===== src/design/framer_defs.svh =====
// Purpose: constants for the clock reference packet framer
// Assumes: 188-byte transport packets, one byte per clock at most
// Notes: byte indices count from the sync byte at index 0
`ifndef FRAMER_DEFS_SVH
`define FRAMER_DEFS_SVH

`define SYNC_BYTE 8'h47
`define FILL_BYTE 8'hff
`define AF_LEN_BYTE 8'h07
`define AF_FLAGS_BYTE 8'h10
`define POINTER_BYTE 8'h00
`define AFC_ONLY 2'b10
`define AFC_BOTH 2'b11
`define PCR_RESERVED 6'h3f
`define POINTER_IDX 8'd12
`define LAST_IDX 8'd187
`define FIFO_DEPTH 8
`define FIFO_WIDTH 9

`endif


===== src/design/framer_pkg.sv =====
// Purpose: types for the clock reference packet framer
// Assumes: constants live in framer_defs.svh
// Notes: state codes step in Gray order along the payload path idle, head, section, fill, idle
package framer_pkg;

  typedef logic [1:0] scramble_type;

  typedef enum logic [2:0] {
    ST_IDLE = 3'b000,
    ST_HEAD = 3'b001,
    ST_SECT = 3'b011,
    ST_FILL = 3'b010,
    ST_FLUSH = 3'b110
  } state_type;

  typedef struct packed {
    state_type st;
    logic [7:0] idx;
    logic pay;
    logic [12:0] pid;
    scramble_type scr;
    logic [3:0] cc;
    logic [32:0] base;
    logic [8:0] ext;
    logic [7:0] data;
    logic valid;
    logic ovf;
  } framer_type;

endpackage : framer_pkg


===== src/design/ncr_pcr_insertion_framer.sv =====
// Purpose: builds 188-byte packets carrying the network clock count
// Assumes: section bytes arrive through the fifo, last byte flagged
// Notes: start is taken only while idle; output stalls on ts_ready_i
`timescale 1ns/1ns
`include "framer_defs.svh"

// small ring buffer, DEPTH a power of two
module section_fifo #(
  parameter int WIDTH = `FIFO_WIDTH,
  parameter int DEPTH = `FIFO_DEPTH
) (
  input wire logic ref_clk_i,
  input wire logic nrst_i,
  input wire logic [WIDTH-1:0] in_data_i,
  input wire logic in_valid_i,
  output logic in_ready_o,
  output logic [WIDTH-1:0] out_data_o,
  output logic out_valid_o,
  input wire logic out_ready_i
);
  localparam int AW = $clog2(DEPTH);

  typedef struct packed {
    logic [AW:0] wr;
    logic [AW:0] rd;
  } fifo_type;

  fifo_type s;
  fifo_type next_s;
  logic [WIDTH-1:0] mem [DEPTH];
  logic push;
  logic pop;

  // honest full and empty from the wrap bit
  assign in_ready_o = !((s.wr[AW] != s.rd[AW]) && (s.wr[AW-1:0] == s.rd[AW-1:0]));
  assign out_valid_o = (s.wr != s.rd);
  assign out_data_o = mem[s.rd[AW-1:0]];
  assign push = in_valid_i && in_ready_o;
  assign pop = out_valid_o && out_ready_i;

  // pointer update
  always_comb begin
    next_s = s;
    if (push) begin
      next_s.wr = s.wr + 1'b1;
    end
    if (pop) begin
      next_s.rd = s.rd + 1'b1;
    end
  end

  always_ff @(posedge ref_clk_i or negedge nrst_i) begin
    if (!nrst_i) begin
      s <= '0;
    end else begin
      s <= next_s;
    end
  end

  // storage, no reset needed
  always_ff @(posedge ref_clk_i) begin
    if (push) begin
      mem[s.wr[AW-1:0]] <= in_data_i;
    end
  end
endmodule : section_fifo

module ncr_pcr_insertion_framer #(
  parameter int FIFO_DEPTH = `FIFO_DEPTH
) (
  input wire logic ref_clk_i,
  input wire logic nrst_i,
  input wire logic start_i,
  input wire logic with_payload_i,
  input wire logic [12:0] pid_i,
  input wire framer_pkg::scramble_type scramble_i,
  input wire logic [32:0] pcr_base_i,
  input wire logic [8:0] pcr_ext_i,
  input wire logic [7:0] sec_data_i,
  input wire logic sec_last_i,
  input wire logic sec_valid_i,
  output logic sec_ready_o,
  output logic [7:0] ts_data_o,
  output logic ts_valid_o,
  output logic ts_sop_o,
  output logic ts_last_o,
  input wire logic ts_ready_i,
  output logic busy_o,
  output logic overflow_o
);
  import framer_pkg::*;

  framer_type s;
  framer_type next_s;
  logic load;
  logic pop;
  logic [`FIFO_WIDTH-1:0] fifo_data;
  logic fifo_valid;
  logic [7:0] next_idx;

  // fixed header and adaptation bytes, index 0 to 11
  function automatic logic [7:0] head_byte(input logic [7:0] idx, input framer_type f);
    logic [7:0] b;
    b = `SYNC_BYTE;
    unique case (idx)
      8'd1: b = {1'b0, f.pay, 1'b0, f.pid[12:8]};
      8'd2: b = f.pid[7:0];
      8'd3: b = {f.scr, (f.pay ? `AFC_BOTH : `AFC_ONLY), f.cc};
      8'd4: b = `AF_LEN_BYTE;
      8'd5: b = `AF_FLAGS_BYTE;
      8'd6: b = f.base[32:25];
      8'd7: b = f.base[24:17];
      8'd8: b = f.base[16:9];
      8'd9: b = f.base[8:1];
      8'd10: b = {f.base[0], `PCR_RESERVED, f.ext[8]};
      8'd11: b = f.ext[7:0];
      default: b = `SYNC_BYTE;
    endcase
    return b;
  endfunction : head_byte

  // section bytes buffered ahead of the packet
  section_fifo #(
    .WIDTH(`FIFO_WIDTH),
    .DEPTH(FIFO_DEPTH)
  ) u_fifo (
    .ref_clk_i(ref_clk_i),
    .nrst_i(nrst_i),
    .in_data_i({sec_last_i, sec_data_i}),
    .in_valid_i(sec_valid_i),
    .in_ready_o(sec_ready_o),
    .out_data_o(fifo_data),
    .out_valid_o(fifo_valid),
    .out_ready_i(pop)
  );

  // output byte register advances when empty or taken
  assign load = !s.valid || ts_ready_i;
  assign next_idx = s.idx + 8'd1;

  always_comb begin
    next_s = s;
    next_s.ovf = 1'b0;
    pop = 1'b0;
    unique case (s.st)
      ST_IDLE: begin
        if (load) begin
          next_s.valid = 1'b0;
          if (start_i) begin
            next_s.pay = with_payload_i;
            next_s.pid = pid_i;
            next_s.scr = scramble_i;
            next_s.base = pcr_base_i;
            next_s.ext = pcr_ext_i;
            next_s.cc = with_payload_i ? s.cc + 4'd1 : s.cc;
            next_s.data = `SYNC_BYTE;
            next_s.valid = 1'b1;
            next_s.idx = 8'd0;
            next_s.st = ST_HEAD;
          end
        end
      end
      ST_HEAD: begin
        if (load) begin
          next_s.idx = next_idx;
          next_s.valid = 1'b1;
          next_s.data = head_byte(next_idx, s);
          if (next_idx == `POINTER_IDX) begin
            if (s.pay) begin
              next_s.data = `POINTER_BYTE;
              next_s.st = ST_SECT;
            end else begin
              next_s.data = `FILL_BYTE;
              next_s.st = ST_FILL;
            end
          end
        end
      end
      ST_SECT: begin
        pop = load;
        if (load) begin
          next_s.valid = fifo_valid;
          if (fifo_valid) begin
            next_s.data = fifo_data[7:0];
            next_s.idx = next_idx;
            if (next_idx == `LAST_IDX) begin
              next_s.st = fifo_data[8] ? ST_IDLE : ST_FLUSH;
              next_s.ovf = !fifo_data[8];
            end else if (fifo_data[8]) begin
              next_s.st = ST_FILL;
            end
          end
        end
      end
      ST_FILL: begin
        if (load) begin
          next_s.data = `FILL_BYTE;
          next_s.valid = 1'b1;
          next_s.idx = next_idx;
          if (next_idx == `LAST_IDX) begin
            next_s.st = ST_IDLE;
          end
        end
      end
      ST_FLUSH: begin
        pop = 1'b1;
        if (load) begin
          next_s.valid = 1'b0;
        end
        if (fifo_valid && fifo_data[8]) begin
          next_s.st = ST_IDLE;
        end
      end
      default: begin
        next_s.st = ST_IDLE;
        next_s.valid = 1'b0;
      end
    endcase
  end

  always_ff @(posedge ref_clk_i or negedge nrst_i) begin
    if (!nrst_i) begin
      s <= '0;
    end else begin
      s <= next_s;
    end
  end

  // outputs straight from the state register
  assign ts_data_o = s.data;
  assign ts_valid_o = s.valid;
  assign ts_sop_o = s.valid && (s.idx == 8'd0);
  assign ts_last_o = s.valid && (s.idx == `LAST_IDX);
  assign busy_o = (s.st != ST_IDLE);
  assign overflow_o = s.ovf;

  // adaptation-only code without payload
  afc_only_a: assert property (
    @(posedge ref_clk_i) disable iff (!nrst_i)
    s.valid && s.idx == 8'd3 && !s.pay |-> s.data[5:4] == 2'b10)
    else $error("afc not 10 in clock-only packet");

  // adaptation plus payload code
  afc_both_a: assert property (
    @(posedge ref_clk_i) disable iff (!nrst_i)
    s.valid && s.idx == 8'd3 && s.pay |-> s.data[5:4] == 2'b11)
    else $error("afc not 11 in payload packet");

  // no payload bytes in clock-only packet
  no_payload_a: assert property (
    @(posedge ref_clk_i) disable iff (!nrst_i)
    s.valid && !s.pay && s.idx >= 8'd12 |-> s.data == 8'hff)
    else $error("payload byte in clock-only packet");

  // start flag and pointer go together
  pointer_field_a: assert property (
    @(posedge ref_clk_i) disable iff (!nrst_i)
    s.valid && (s.idx == 8'd1 || (s.pay && s.idx == 8'd12)) |->
      ((s.idx == 8'd1) ? (s.data[6] == s.pay) : (s.data == 8'h00 && s.st == ST_SECT)))
    else $error("pointer or start flag wrong");

  // error and priority bits stay low
  header_zero_a: assert property (
    @(posedge ref_clk_i) disable iff (!nrst_i)
    s.valid && s.idx == 8'd1 |-> s.data[7] == 1'b0 && s.data[5] == 1'b0)
    else $error("error or priority bit set");

  // identifier high bits and low byte follow sampled value
  pid_field_a: assert property (
    @(posedge ref_clk_i) disable iff (!nrst_i)
    s.valid && (s.idx == 8'd1 || s.idx == 8'd2) |->
      ((s.idx == 8'd1) ? (s.data[4:0] == s.pid[12:8]) : (s.data == s.pid[7:0])))
    else $error("pid bytes do not match");

  // adaptation length and flags
  af_fixed_a: assert property (
    @(posedge ref_clk_i) disable iff (!nrst_i)
    s.valid && (s.idx == 8'd4 || s.idx == 8'd5) |->
      (s.data == ((s.idx == 8'd4) ? 8'h07 : 8'h10)))
    else $error("adaptation length or flags wrong");

  // clock count base and extension sampled at start
  pcr_top_a: assert property (
    @(posedge ref_clk_i) disable iff (!nrst_i)
    s.st == ST_IDLE && load && start_i |=> s.base == $past(pcr_base_i) &&
      s.ext == $past(pcr_ext_i))
    else $error("clock count not sampled");

  // last byte at 188th position
  packet_end_a: assert property (
    @(posedge ref_clk_i) disable iff (!nrst_i)
    ts_last_o && ts_ready_i |=> !s.valid || s.idx == 8'd0)
    else $error("packet did not end at byte 187");

  // stalled byte holds
  hold_stall_a: assert property (
    @(posedge ref_clk_i) disable iff (!nrst_i)
    s.valid && !ts_ready_i |=> s.valid && $stable(s.data) && $stable(s.idx))
    else $error("output changed while stalled");

  // truncated section is drained, not sent
  flush_quiet_a: assert property (
    @(posedge ref_clk_i) disable iff (!nrst_i)
    s.st == ST_FLUSH && load |=> !s.valid)
    else $error("byte sent after section overflow");
endmodule : ncr_pcr_insertion_framer


===== config.mk =====
export PLATFORM = sky130hd
export DESIGN_NAME = ncr_pcr_insertion_framer
export DESIGN_NICKNAME = d
export VERILOG_FILES = /design/src/design/framer_pkg.sv /design/src/design/ncr_pcr_insertion_framer.sv
export VERILOG_INCLUDE_DIRS = /design/src /design/src/design
export SDC_FILE = /design/constraint.sdc
export NUM_CORES = 1
export LEC_CHECK = 0
export BUFFER_PORTS_ARGS = -buffer_cell sky130_fd_sc_hd__buf_4
export CAP_MARGIN = 40
export CORE_AREA = 2 2 168 170
export DETAILED_ROUTE_END_ITERATION = 6
export DIE_AREA = 0 0 170 172
export MAX_ROUTING_LAYER = met4
export PLACE_DENSITY = 0.57
export SETUP_SLACK_MARGIN = 0.02
export SYNTH_ARGS = -nofsm -noshare
export SYNTH_HDL_FRONTEND = slang
export SYNTH_SLANG_ARGS = --single-unit

===== constraint.sdc =====
create_clock -name ref_clk_i -period 4 [get_ports ref_clk_i]
set_clock_uncertainty 0.05 [all_clocks]
set_input_delay 1 -clock ref_clk_i [delete_from_list [all_inputs] [get_ports ref_clk_i]]
set_output_delay 1 -clock ref_clk_i [all_outputs]
set_load 0.02 [all_outputs]

==> flow_metrics.env <==
export IMPL_cts_hold_buf=0
export IMPL_vias=5815
export IMPL_r2r_slack_ns=0.88
export IMPL_cts_tree="built"
export IMPL_cp_start_kind="flop"
export IMPL_syn_inst=731
export IMPL_drive_above_1_share_pct=23.05
export IMPL_place_ws_ns=0.8851
export IMPL_clock_latency_ns=0.43
export IMPL_switching_share_pct=39.12
export IMPL_intPower_mw=4.330
export IMPL_rows=61
export IMPL_die_w_um=170
export IMPL_diodes=0
export IMPL_synth_flop_cell="dfrtp_1"
export IMPL_powerDensity_nw_per_um2=746.9
export IMPL_tns_ns=0
export IMPL_drv_slew=0
export IMPL_finalCritPeriodShare_pct=87.37
export IMPL_syn_cell_area_um2=7884
export IMPL_avgRoutedWirePerCell_um=17.69
export IMPL_io_pins=86
export IMPL_via_per_inst=4.987
export IMPL_ys_async_sr_fraction_pct=55.83
export IMPL_layout_setup_ws_ns=0.5053
export IMPL_maxSlewHeadroom_pct=49.68
export IMPL_worstMarginPinSlew_ns=0.7521
export IMPL_fmaxAchievable_mhz=286.2
export IMPL_min_period_ns=3.495
export IMPL_io_buffers=85
export IMPL_cts_root_buf="clkbuf_16"
export IMPL_whs_endpoint="s[55]"
export IMPL_final_nets=887
export IMPL_path_max_fanout=20
export IMPL_ys_ff_latch=163
export IMPL_initial_utilization_pct=28.69
export IMPL_grt_pass1_wl_mm=31.84
export IMPL_final_util_pct=34.66
export IMPL_drcViolationCount=0
export IMPL_dp_hpwl_mm=14.64
export IMPL_syn_nets=811
export IMPL_status="complete, no violations"
export IMPL_drt_pass1_iterations=5
export IMPL_synthToLayoutAreaGrowth_pct=20.79
export IMPL_ir_drop_mv=0.2887
export IMPL_place_congestion=0.8319
export IMPL_dieHeight_um=172
export IMPL_endpoint_kind="output pin"
export IMPL_cts_buffers=17
export IMPL_p_leak_nw=3.887
export IMPL_clkPwrFrac_pct=23.6
export IMPL_synth_edff_count=72
export IMPL_cts_setup_buffers=0
export IMPL_cts_max_level=4
export IMPL_setup_viol=0
export IMPL_power_switching_mw=2.782
export IMPL_reg2regPathDepth=6
export IMPL_drtIter0Drc=456
export IMPL_gr_total_overflow=0
export IMPL_power_frac_seq_pct=38.1
export IMPL_hp_class="reg -> reg"
export IMPL_post_synth_cell_area_avg_um2=10.78
export IMPL_grt_pass1_vias=5581
export IMPL_finalWirelength_mm=20.63
export IMPL_maxCapViolCount=0
export IMPL_critPathKind="reg -> out"
export IMPL_cts_buffer_depth=2
export IMPL_antenna_found_initial=0
export IMPL_worstHoldStart="s[55]"
export IMPL_clk_pin_slew_ns=0.07
export IMPL_die_area_um2=29240
export IMPL_yosysSeqAreaShare_pct=56.31
export IMPL_grt_use_total_pct=14.89
export IMPL_rsz0062_at_grt="false"
export IMPL_cts_sinks=163
export IMPL_design_area_um2=9523
export IMPL_yosysWarnings=0
export IMPL_grt_max_degree=42
export IMPL_power_mw=7.112
export IMPL_post_cts_resized=0
export IMPL_place_area_um2=8910
export IMPL_core_area_um2=27480
export IMPL_hold_viol_final=0
export IMPL_r2r_start="s[74]"
export IMPL_r2r_end="ts_data_o[2]"
export IMPL_min_delay_path_depth=1
export IMPL_cp_arrival_ns=2.44
export IMPL_synth_cell_types=67
export IMPL_antenna_left=0
export IMPL_cp_required_ns=2.95
export IMPL_comb_power_share_pct=38.4
-- metrics by stage --
stage                     std cells  hold slack, ns
after floorplan                 731          0.3874
after global placement         1133          0.4051
after detailed placement       1134          0.4055
after CTS                      1166          0.4190
after global routing           1166          0.4493
final                          1166          0.4148
-- cells by family after synthesis --
kind of cell	Yosys count	synth area share, %
adder cells (fa/ha/maj)	8	1.270
flip-flops	163	56.31
multiplexers	37	7.856
AO/OA/AOI/OAI	128	11.19
AND/OR/NAND/NOR	311	16.87
buffers and inverters	64	3.952
XOR/XNOR	20	2.555
-- placed cells by master, fill, tap and decap left out, types with 6 or more instances in the layout --
cell type	Yosys	layout
nand2_1	217	216
buf_4	11	109
dfrtp_1	91	91
edfxtp_1	72	72
a21oi_1	34	34
nor2_1	24	24
o21ai_0	24	24
nand3_1	19	19
mux4_2	18	18
clkbuf_16	0	17
mux2_2	15	15
nor3_1	13	13
xnor2_1	12	12
a31oi_1	10	10
inv_1	9	9
nand2b_1	8	8
ha_1	8	8
xor2_1	6	6
o31ai_1	6	6
a22oi_1	6	6
inv_8	0	6
-- flip-flops by register name, summed over array words and instances (netlist names) --
signal	flops
ts_data_o	8
ts_valid_o	1
s	73
overflow_o	1
u_fifo.mem	72
u_fifo.s	8
-- power by group through the flow --
stage | Sequential (mW) | Combinational [mW] | Clock, mW
after floorplan | 2.51 | 2.08 | 0
after global placement | 2.73 | 2.72 | 0
after detailed placement | 2.73 | 2.75 | 0
after CTS | 2.70 | 2.76 | 1.71
after global routing | 2.77 | 3.02 | 1.78
final | 2.71 | 2.73 | 1.68
-- cell type report --
| class | count | area (um^2) |
|---|---|---|
| tap | 346 | 432.9 |
| sequential | 163 | 4439 |
| timing repair buffer | 111 | 858.3 |
| fill | 2787 | 17950 |
| multi-input combinational | 504 | 3142 |
| inverter | 10 | 37.54 |
| clock inverter | 15 | 187.7 |
| clock buffer | 17 | 425.4 |
-- synthesized netlist by cell type (2+ instances only) --
library cell	count	area (um^2)
xnor2_1	12	105.1
nand4_1	2	12.51
a22oi_1	6	45.04
nor2b_1	4	25.02
mux2_2	15	168.9
ha_1	8	100.1
xor2_1	6	52.55
o21bai_1	3	22.52
o32ai_1	2	17.52
nand3_1	19	95.09
a2111oi_0	2	17.52
buf_1	3	11.26
o221ai_1	5	43.79
a21oi_1	34	170.2
o31ai_1	6	45.04
o21ai_0	24	120.1
dfrtp_1	91	2277
clkbuf_1	24	90.09
buf_2	15	75.07
a31oi_1	10	62.56
nand2b_1	8	50.05
mux4_2	18	405.4
nor2_1	24	90.09
nand3b_1	5	37.54
or3_1	5	31.28
o22ai_1	4	25.02
a221o_1	4	40.04
a221oi_1	3	26.28
o21a_1	3	22.52
mux2i_1	2	20.02
inv_1	9	33.78
a41oi_1	2	17.52
edfxtp_1	72	2162
nor3_2	2	20.02
nor3_1	13	65.06
buf_4	11	82.58
a222oi_1	3	30.03
a21o_1	2	15.01
nand2_1	217	814.5
and3_1	4	25.02
o41ai_1	2	17.52
a211oi_1	2	15.01
-- worst max-delay path, stage by stage, from the launching register on --
cell and delay [ns]:
dfrtp_1 0.54, ha_1 0.68, nand2_1 0.27, nor4_1 0.33, buf_4 0.21
-- metal layers --
layer  GRT usage (%)  vias to the layer above  part of all wire [%]
met2           22.75                      149                    48
met5               -                        -                     0
met3           2.449                       26                   4.4
li1                -                     2762                     -
met4           5.500                        0                   2.2
met1           20.06                     2878                    46
-- worst max path at each step --
| stage | from | slack [ns] | endpoint |
|---|---|---|---|
| 2_1_floorplan | s[72] | 0.99 | ts_last_o |
| 3_3_place_gp | ts_ready_i | 0.88 | s[54] |
| 3_5_place_dp | ts_ready_i | 0.89 | s[54] |
| 4_1_cts | s[72] | 0.49 | ts_last_o |
| 5_1_grt | s[72] | 0.38 | ts_last_o |
| 6_report | s[72] | 0.51 | ts_last_o |
Power figures use the tool's default switching activity.
